<file path="src/hw/nfc_defines.svh">
// Purpose: constants of the flash bus controller
// Assumes: 20 MHz core clock, 50 ns period
// Notes:   times in ns, cycle counts derived and rounded up as least times
`ifndef NFC_DEFINES_SVH
`define NFC_DEFINES_SVH

`define NFC_CLK_NS        50
`define NFC_T_WP_NS       25
`define NFC_T_WH_NS       15
`define NFC_T_RP_NS       25
`define NFC_T_REH_NS      15
`define NFC_T_REA_NS      30
`define NFC_CYC(ns)       (((ns) + `NFC_CLK_NS - 1) / `NFC_CLK_NS)
`define NFC_WP_CYC        `NFC_CYC(`NFC_T_WP_NS)
`define NFC_WH_CYC        `NFC_CYC(`NFC_T_WH_NS)
// read strobe stays low for access time plus both synchroniser stages,
// so the word sampled at its end is the one launched at its fall
`define NFC_RP_CYC        (`NFC_CYC(`NFC_T_REA_NS) + 2)
`define NFC_REH_CYC       `NFC_CYC(`NFC_T_REH_NS)

// register offsets of the controller's own port
`define NFC_REG_CMD       4'h0
`define NFC_REG_ADDR      4'h1
`define NFC_REG_DATA      4'h2
`define NFC_REG_CTRL      4'h3
`define NFC_REG_STAT      4'h4
`define NFC_REG_COL       4'h5

// command register fields
`define NFC_CMD_CMD       3'h0
`define NFC_CMD_ADDR      3'h1
`define NFC_CMD_WDATA     3'h2
`define NFC_CMD_RDATA     3'h3

// control bits
`define NFC_CTRL_CE       0
`define NFC_CTRL_WG       1
`define NFC_CTRL_LOCK     2
`define NFC_CTRL_X16      3
`define NFC_CTRL_RST      16'h0002

// read commands selecting the page half, and the erase command
`define NFC_OP_READ_LO    8'h00
`define NFC_OP_READ_HI    8'h01
`define NFC_OP_ERASE      8'h60

`endif

</file>
<file path="src/hw/nfc_pkg.sv">
// Purpose: types of the flash bus controller
// Assumes: nfc_defines.svh holds the numbers
// Notes:   none
package nfc_pkg;
  typedef enum logic [1:0] {NFC_K_CMD, NFC_K_ADDR, NFC_K_WDATA, NFC_K_RDATA} nfc_kind_e;
  typedef struct packed {
    logic        cle;
    logic        ale;
    logic        ce_n;
    logic        we_n;
    logic        re_n;
    logic        wg_n;
    logic        lock_sel;
    logic        io_oe;
    logic [15:0] io_out;
  } nfc_pins_s;
  typedef struct packed {
    logic [3:0]  addr;
    logic [15:0] wdata;
    logic        wr;
    logic        rd;
  } nfc_bus_s;
endpackage

</file>
<file path="src/hw/nfc_sync.sv">
// Purpose: two-flop synchroniser for pin inputs
// Assumes: inputs asynchronous to core_clk_i
// Notes:   first stage is read only by the second
`timescale 1ns/100ps
module nfc_sync #(
  parameter int           W       = 1,
  parameter logic [W-1:0] RST_VAL = '0
) (
  input  wire logic         core_clk_i,
  input  wire logic         rst_i,
  input  wire logic         ce_i,
  input  wire logic [W-1:0] d_i,
  output logic      [W-1:0] q_o
);
  logic [W-1:0] s1_reg;
  logic [W-1:0] s2_reg;
  always_ff @(posedge core_clk_i)
  begin
    if (rst_i)
    begin
      // reset to the pin's idle level so no false event follows reset
      s1_reg <= RST_VAL;
      s2_reg <= RST_VAL;
    end
    else if (ce_i)
    begin
      s1_reg <= d_i;
      s2_reg <= s1_reg;
    end
  end
  assign q_o = s2_reg;
endmodule

</file>
<file path="src/hw/nfc_host.sv">
// Purpose: host controller driving the pins of a NAND flash device
// Assumes: device pins on I/O, strobes, enables; software on a plain register port
// Notes:   one bus cycle per CMD register write taken in idle, none for a rejected 01h; status shows busy, address count, reject and half
`timescale 1ns/100ps
`include "nfc_defines.svh"
module nfc_host (
  input  wire logic                core_clk_i,
  input  wire logic                rst_i,
  input  wire logic                clk_en_i,
  input  wire nfc_pkg::nfc_bus_s   bus_i,
  output logic              [15:0] rdata_o,
  output nfc_pkg::nfc_pins_s       pins_o,
  input  wire logic         [15:0] io_in_i,
  input  wire logic                busy_n_i
);
  import nfc_pkg::*;

  // ----------------------------------------------------------------
  // state
  // ----------------------------------------------------------------
  typedef enum {S_IDLE, S_WLOW, S_WHIGH, S_RLOW, S_RHIGH} nfc_state_e;
  nfc_state_e  st_reg, st_next;
  logic [3:0]  cnt_reg, cnt_next;
  nfc_kind_e   kind_reg, kind_next;
  logic [15:0] out_reg, out_next;
  logic [15:0] rd_reg, rd_next;
  logic [15:0] ctrl_reg, ctrl_next;
  logic [15:0] col_reg, col_next;
  logic [1:0]  acyc_reg, acyc_next;
  logic        half_reg, half_next;
  logic        rej_reg, rej_next;
  logic [15:0] rdata_reg, rdata_next;
  logic [16:0] sync_q;
  wire logic   busy_n_s = sync_q[16];
  wire logic [15:0] io_s = sync_q[15:0];

  nfc_sync #(.W(17), .RST_VAL({1'b1, 16'h0000})) u_sync (
    .core_clk_i (core_clk_i),
    .rst_i      (rst_i),
    .ce_i       (clk_en_i),
    .d_i        ({busy_n_i, io_in_i}),
    .q_o        (sync_q)
  );

  function automatic logic [15:0] rd_mux(input logic [3:0] a, input logic [15:0] st);
    unique case (a)
      `NFC_REG_CTRL: rd_mux = ctrl_reg;
      `NFC_REG_DATA: rd_mux = rd_reg;
      `NFC_REG_STAT: rd_mux = st;
      `NFC_REG_COL:  rd_mux = col_reg;
      default:       rd_mux = 16'h0000;
    endcase
  endfunction

  wire logic x16 = ctrl_reg[`NFC_CTRL_X16];
  wire logic idle = (st_reg == S_IDLE);

  // ----------------------------------------------------------------
  // next state
  // ----------------------------------------------------------------
  always_comb
  begin
    st_next    = st_reg;
    cnt_next   = cnt_reg;
    kind_next  = kind_reg;
    out_next   = out_reg;
    rd_next    = rd_reg;
    ctrl_next  = ctrl_reg;
    col_next   = col_reg;
    acyc_next  = acyc_reg;
    half_next  = half_reg;
    rej_next   = rej_reg;
    rdata_next = bus_i.rd ? rd_mux(bus_i.addr,
                 {10'h000, half_reg, rej_reg, acyc_reg, ~busy_n_s, ~idle}) : 16'h0000;
    if (bus_i.wr && bus_i.addr == `NFC_REG_CTRL)
      ctrl_next = bus_i.wdata;
    if (bus_i.wr && bus_i.addr == `NFC_REG_DATA)
      out_next = bus_i.wdata;
    unique case (st_reg)
      S_IDLE:
      begin
        if (bus_i.wr && bus_i.addr == `NFC_REG_CMD)
        begin
          kind_next = nfc_kind_e'(bus_i.wdata[9:8]);
          rej_next  = 1'b0;
          if (bus_i.wdata[9:8] != 2'(`NFC_CMD_WDATA))
            out_next = {8'h00, bus_i.wdata[7:0]};
          if (bus_i.wdata[9:8] == 2'(`NFC_CMD_CMD) && x16
              && bus_i.wdata[7:0] == `NFC_OP_READ_HI)
            rej_next = 1'b1;
          else if (bus_i.wdata[9:8] == 2'(`NFC_CMD_RDATA))
          begin
            st_next  = S_RLOW;
            cnt_next = 4'(`NFC_RP_CYC);
          end
          else
          begin
            st_next  = S_WLOW;
            cnt_next = 4'(`NFC_WP_CYC);
          end
          // track half and address cycle count
          if (bus_i.wdata[9:8] == 2'(`NFC_CMD_CMD))
          begin
            acyc_next = 2'h0;
            if (bus_i.wdata[7:0] == `NFC_OP_READ_LO)
              half_next = 1'b0;
            else if (bus_i.wdata[7:0] == `NFC_OP_READ_HI && !x16)
              half_next = 1'b1;
          end
          else if (bus_i.wdata[9:8] == 2'(`NFC_CMD_ADDR) && acyc_reg != 2'h3)
            acyc_next = acyc_reg + 2'h1;
        end
      end
      S_WLOW:
        if (cnt_reg <= 4'h1)
        begin
          st_next  = S_WHIGH;
          cnt_next = 4'(`NFC_WH_CYC);
        end
        else
          cnt_next = cnt_reg - 4'h1;
      S_WHIGH:
        if (cnt_reg <= 4'h1)
          st_next = S_IDLE;
        else
          cnt_next = cnt_reg - 4'h1;
      S_RLOW:
        // capture at end of low phase
        if (cnt_reg <= 4'h1)
        begin
          rd_next  = x16 ? io_s : {8'h00, io_s[7:0]};
          col_next = col_reg + 16'h0001;
          st_next  = S_RHIGH;
          cnt_next = 4'(`NFC_REH_CYC);
        end
        else
          cnt_next = cnt_reg - 4'h1;
      S_RHIGH:
        if (cnt_reg <= 4'h1)
          st_next = S_IDLE;
        else
          cnt_next = cnt_reg - 4'h1;
    endcase
    if (bus_i.wr && bus_i.addr == `NFC_REG_COL)
      col_next = bus_i.wdata;
  end

  always_ff @(posedge core_clk_i)
  begin
    if (rst_i)
    begin
      st_reg    <= S_IDLE;
      cnt_reg   <= 4'h0;
      kind_reg  <= NFC_K_CMD;
      out_reg   <= 16'h0000;
      rd_reg    <= 16'h0000;
      ctrl_reg  <= `NFC_CTRL_RST;
      col_reg   <= 16'h0000;
      acyc_reg  <= 2'h0;
      half_reg  <= 1'b0;
      rej_reg   <= 1'b0;
      rdata_reg <= 16'h0000;
    end
    else if (clk_en_i)
    begin
      st_reg    <= st_next;
      cnt_reg   <= cnt_next;
      kind_reg  <= kind_next;
      out_reg   <= out_next;
      rd_reg    <= rd_next;
      ctrl_reg  <= ctrl_next;
      col_reg   <= col_next;
      acyc_reg  <= acyc_next;
      half_reg  <= half_next;
      rej_reg   <= rej_next;
      rdata_reg <= rdata_next;
    end
  end

  // ----------------------------------------------------------------
  // pins
  // ----------------------------------------------------------------
  wire logic wr_cyc = (st_reg == S_WLOW) || (st_reg == S_WHIGH);
  always_comb
  begin
    pins_o.cle      = wr_cyc && kind_reg == NFC_K_CMD;
    pins_o.ale      = wr_cyc && kind_reg == NFC_K_ADDR;
    pins_o.ce_n     = ~(ctrl_reg[`NFC_CTRL_CE] || !idle);
    pins_o.we_n     = ~(st_reg == S_WLOW);
    pins_o.re_n     = ~(st_reg == S_RLOW);
    pins_o.wg_n     = ctrl_reg[`NFC_CTRL_WG];
    pins_o.lock_sel = ctrl_reg[`NFC_CTRL_LOCK];
    pins_o.io_oe    = wr_cyc;
    pins_o.io_out   = out_reg;
  end
  assign rdata_o = rdata_reg;
endmodule

</file>
<file path="config.mk">
export PLATFORM = sky130hd
export DESIGN_NAME = nfc_host
export DESIGN_NICKNAME = d
export VERILOG_FILES = /design/src/hw/nfc_pkg.sv /design/src/hw/nfc_sync.sv /design/src/hw/nfc_host.sv
export VERILOG_INCLUDE_DIRS = /design/src /design/src/hw
export SDC_FILE = /design/constraint.sdc
export NUM_CORES = 1
export LEC_CHECK = 0
export BUFFER_PORTS_ARGS = -buffer_cell sky130_fd_sc_hd__buf_2
export CORE_MARGIN = 1
export CORE_UTILIZATION = 52
export DETAILED_ROUTE_END_ITERATION = 12
export PLACE_DENSITY_LB_ADDON = 0.25
export SLEW_MARGIN = 5
export SYNTH_ARGS = -nofsm -noshare
export SYNTH_HDL_FRONTEND = slang
export SYNTH_SLANG_ARGS = --single-unit
</file>
<file path="constraint.sdc">
create_clock -name core_clk_i -period 2.2 [get_ports core_clk_i]
set_clock_uncertainty 0.1 [all_clocks]
set_input_delay 0.33 -clock core_clk_i [delete_from_list [all_inputs] [get_ports core_clk_i]]
set_output_delay 0.33 -clock core_clk_i [all_outputs]
set_load 0.01 [all_outputs]
</file>
==> impl_results.md <==
* Register area share after synthesis at 44.0%
* Hold worst-path end: col_reg[1]
* Leak at 2.97 nW
* CTS tree: yes
* Final Slew Violations at 0
* Startpoint Class: register
* HP Class: input port to register
* GP Congestion at 0.953
* Fraction of layout cells with a size suffix above 1 at 20.1%
* Ys Warns at 0
* Max-cap violations at 0
* Clk_lat worst skew at 0.54 ns
* Core area at 0.0108 mm²
* DR vias at 5,466
* Die area at 0.0115 mm²
* Reg2Reg Setup Slack at 0.09 ns
* Met3 Usage GRT at 7.81%
* Vias in the first global route at 5,099
* Sw frac at 23.6%
* Post-route insts no fill at 942
* Area contributors post-synth: dfxtp_1, mux2i_1, nor2_1, nand2_1, a21oi_1
* Sequential share of power at 44.2%
* Gr ovfl total at 0
* Synth cell count leaders: dfxtp_1, nor2_1, nand2_1
* GR peak layer: met2
* Initial antenna violation count at 0
* GR Layer Usage met2 at 45.6%
* Initial Util at 53.3%
* Worst path bufs/invs at 0
* Peak VDD IR at 691 µV
* Setup violators final at 0
* Die height at 107 µm
* Placed Cells at 879
* Syn avg cell area at 8.54 µm²
* Overall Global Routing Usage at 29.0%
* Synthesis-stage register bit count at 127
* CP max stage delay at 0.51 ns
* Top cell type's share of synthesized area at 44.0%
* Synth Instances at 677
* Vias per Instance at 5.80
* Slew @ Worst Pin at 0.736 ns
* Drt total wl at 15,700 µm
* Yosys top cell by area: dfxtp_1
* Critical Path Slowest Stage Cell: or4_4
* FF-to-FF path depth at 6
* # fillers at 880
* DRT antenna net count at 0
* CTS Buffer Depth at 2
* Cells on Worst Hold Path at 3
* Pin count of the biggest net entering global routing at 69
* Pre-Repair DR Iteration Count at 5
* Nets at 835
* Detailed-route DRC error count at 0
* Fmax at 0.474 GHz
* Top-count cell post-synth: dfxtp_1
* Chip width at 107 µm
* DRT iter0 DRCs at 399
* Worst Path Arrival at 2.39 ns
* Cell area after synthesis at 0.00578 mm²
* Internal Power at 0.00409 W
* Clock sinks at 127
* FF-to-FF Start: col_reg[1]
* Worst-path clk slew at 0.06 ns
* Status: completed
* Diodes inserted at 0
* Number of CTS-inserted buffers at 17
* Core Rows at 38
* Critical Path RT at 2.48 ns
* Async SR Flop Fraction at 0%
* Net Count, Synth at 723
* Net load switching power at 0.00126 W
* WS Path Type: register to register
* Post-synth EDFFs at 0
* Root Driver: clkbuf_8
* Synth Flop Type: dfxtp_1
* Final Hold Fails at 0
* CP max FO at 4
* Ports at 82
* Routed wire per std cell at 16.7 µm
* Placed wire-length estimate at 10,600 µm
* First-pass GRT wire length at 25,700 µm
* Area growth from synthesis to layout at 26.5%
* Endpoint class of the critical path: register
* Worst slew margin at 50.9%
* Netlist cell types at 57
* Worst path cell trace: ha_2 -> nand3_1 -> or4_4 -> or4b_1 -> o21ai_2 -> a211oi_2
* Min Tclk post-route at 2.11 ns
* Met1 usage at 37.9%
* # port buffers at 81
* Kind of cell adding the most delay to the critical path: simple AND/OR/NAND/NOR gates
* H-tree Lvls at 4
* FF-to-FF End: col_reg[14]
* PD cells at 732 mW/mm²
* Worst Setup SP: col_reg[1]
* Dpl cell area at 0.00640 mm²
* Tcrit/Tclk final at 95.9%
* Fin util at 67.4%
* Comb pwr share at 6.8%
* HP Start: bus_i[3]
* Clock power share at 49.1%
* Fin area at 0.00731 mm²
==> power by group through the flow <==
stage | Combinational [W] | Clock [W] | Sequential, W
2_1_floorplan | 0.000196 | 0 | 0.00241
3_3_place_gp | 0.000303 | 0 | 0.00241
3_5_place_dp | 0.000312 | 0 | 0.00241
4_1_cts | 0.000354 | 0.00267 | 0.00236
5_1_grt | 0.000394 | 0.00278 | 0.00237
6_report | 0.000362 | 0.00263 | 0.00236
==> layout make-up <==
type	instances	area, µm²	area share [%]
multi-input combinational	493	3010	41.1
sequential	127	2540	34.8
timing repair buffer	144	997	13.6
clock buffer	20	455	6.23
tap	140	175	2.40
clock inverter	12	109	1.49
inverter	6	22.5	0.308
==> metrics by stage <==
step | hold slack, ns | setup TNS (ns) | setup slack [ns] | total power, W
6_report | 0.0216 | 0 | 0.0909 | 0.00535
5_1_grt | 0.0143 | -0.0242 | -0.0142 | 0.00554
4_1_cts | 0.00402 | 0 | 0.0149 | 0.00538
3_5_place_dp | 0.345 | 0 | 0.0536 | 0.00272
3_3_place_gp | 0.342 | 0 | 0.0624 | 0.00271
2_1_floorplan | 0.331 | 0 | 0.0908 | 0.00260
==> worst max-delay path by stage <==
| stage | endpoint | slack (ns) | cells past startpoint |
|---|---|---|---|
| after global routing | col_reg[14] | -0.01 | 8 |
| final | col_reg[14] | 0.09 | 6 |
| after floorplan | col_reg[14] | 0.09 | 6 |
| after detailed placement | cnt_reg[2] | 0.05 | 6 |
| after global placement | acyc_reg[0] | 0.06 | 6 |
| after CTS | pins_o[22] | 0.01 | 5 |
==> cell usage in the layout (no fill, tap or decap), drive strengths merged, types with 5 or more instances in the layout <==
cell type / n
nor2b: 5
mux2i: 54
a22o: 10
and2: 12
nand3: 18
dlygate4sd3: 30
a2bb2oi: 10
nor3: 18
nand2: 76
a211oi: 7
or3: 5
dfxtp: 127
inv: 7
a21oi: 54
nor2: 88
a22oi: 24
o22ai: 8
nor3b: 5
o21ai: 29
buf: 114
clkinv: 8
clkbuf: 20
nand3b: 5
and4: 5
nand4: 5
nor4: 6
a211o: 5
==> metal layers <==
metal  routed length, µm  vias to the layer above
li1                    -                     2665
met5                   0                        -
met2                7330                      197
met1                6940                     2579
met4                 317                        0
met3                1150                       25
==> worst min-delay path, stage by stage <==
cell and delay (ns):
buf_2 0.14, nand2_1 0.06, a311oi_1 0.07
==> logic make-up (layout without fill, tap and decap cells) <==
| family | Yosys count | count (layout) | synth area share (%) |
|---|---|---|---|
| AOI/OAI and AO/OA | 172 | 172 | 19.2 |
| muxes | 55 | 55 | 9.55 |
| buffers and inverters | 57 | 182 | 4.59 |
| DFF | 127 | 127 | 44.0 |
| and+or+nand+nor | 260 | 260 | 21.5 |
| xor gates and xnor gates | 2 | 2 | 0.303 |
| adders and majority gates | 4 | 4 | 0.866 |
==> timing repair <==
| action | in CTS | in global routing |
|---|---|---|
| hold endpoints to repair | 37 | 0 |
| endpoints found under the setup margin | 1 | 11 |
| gates resized for setup | 1 | 11 |
| pin swaps | 0 | 2 |
| setup buffers | 0 | 1 |
| hold buffers | 30 | 0 |
Note: power is estimated with default switching activity, not from simulation.
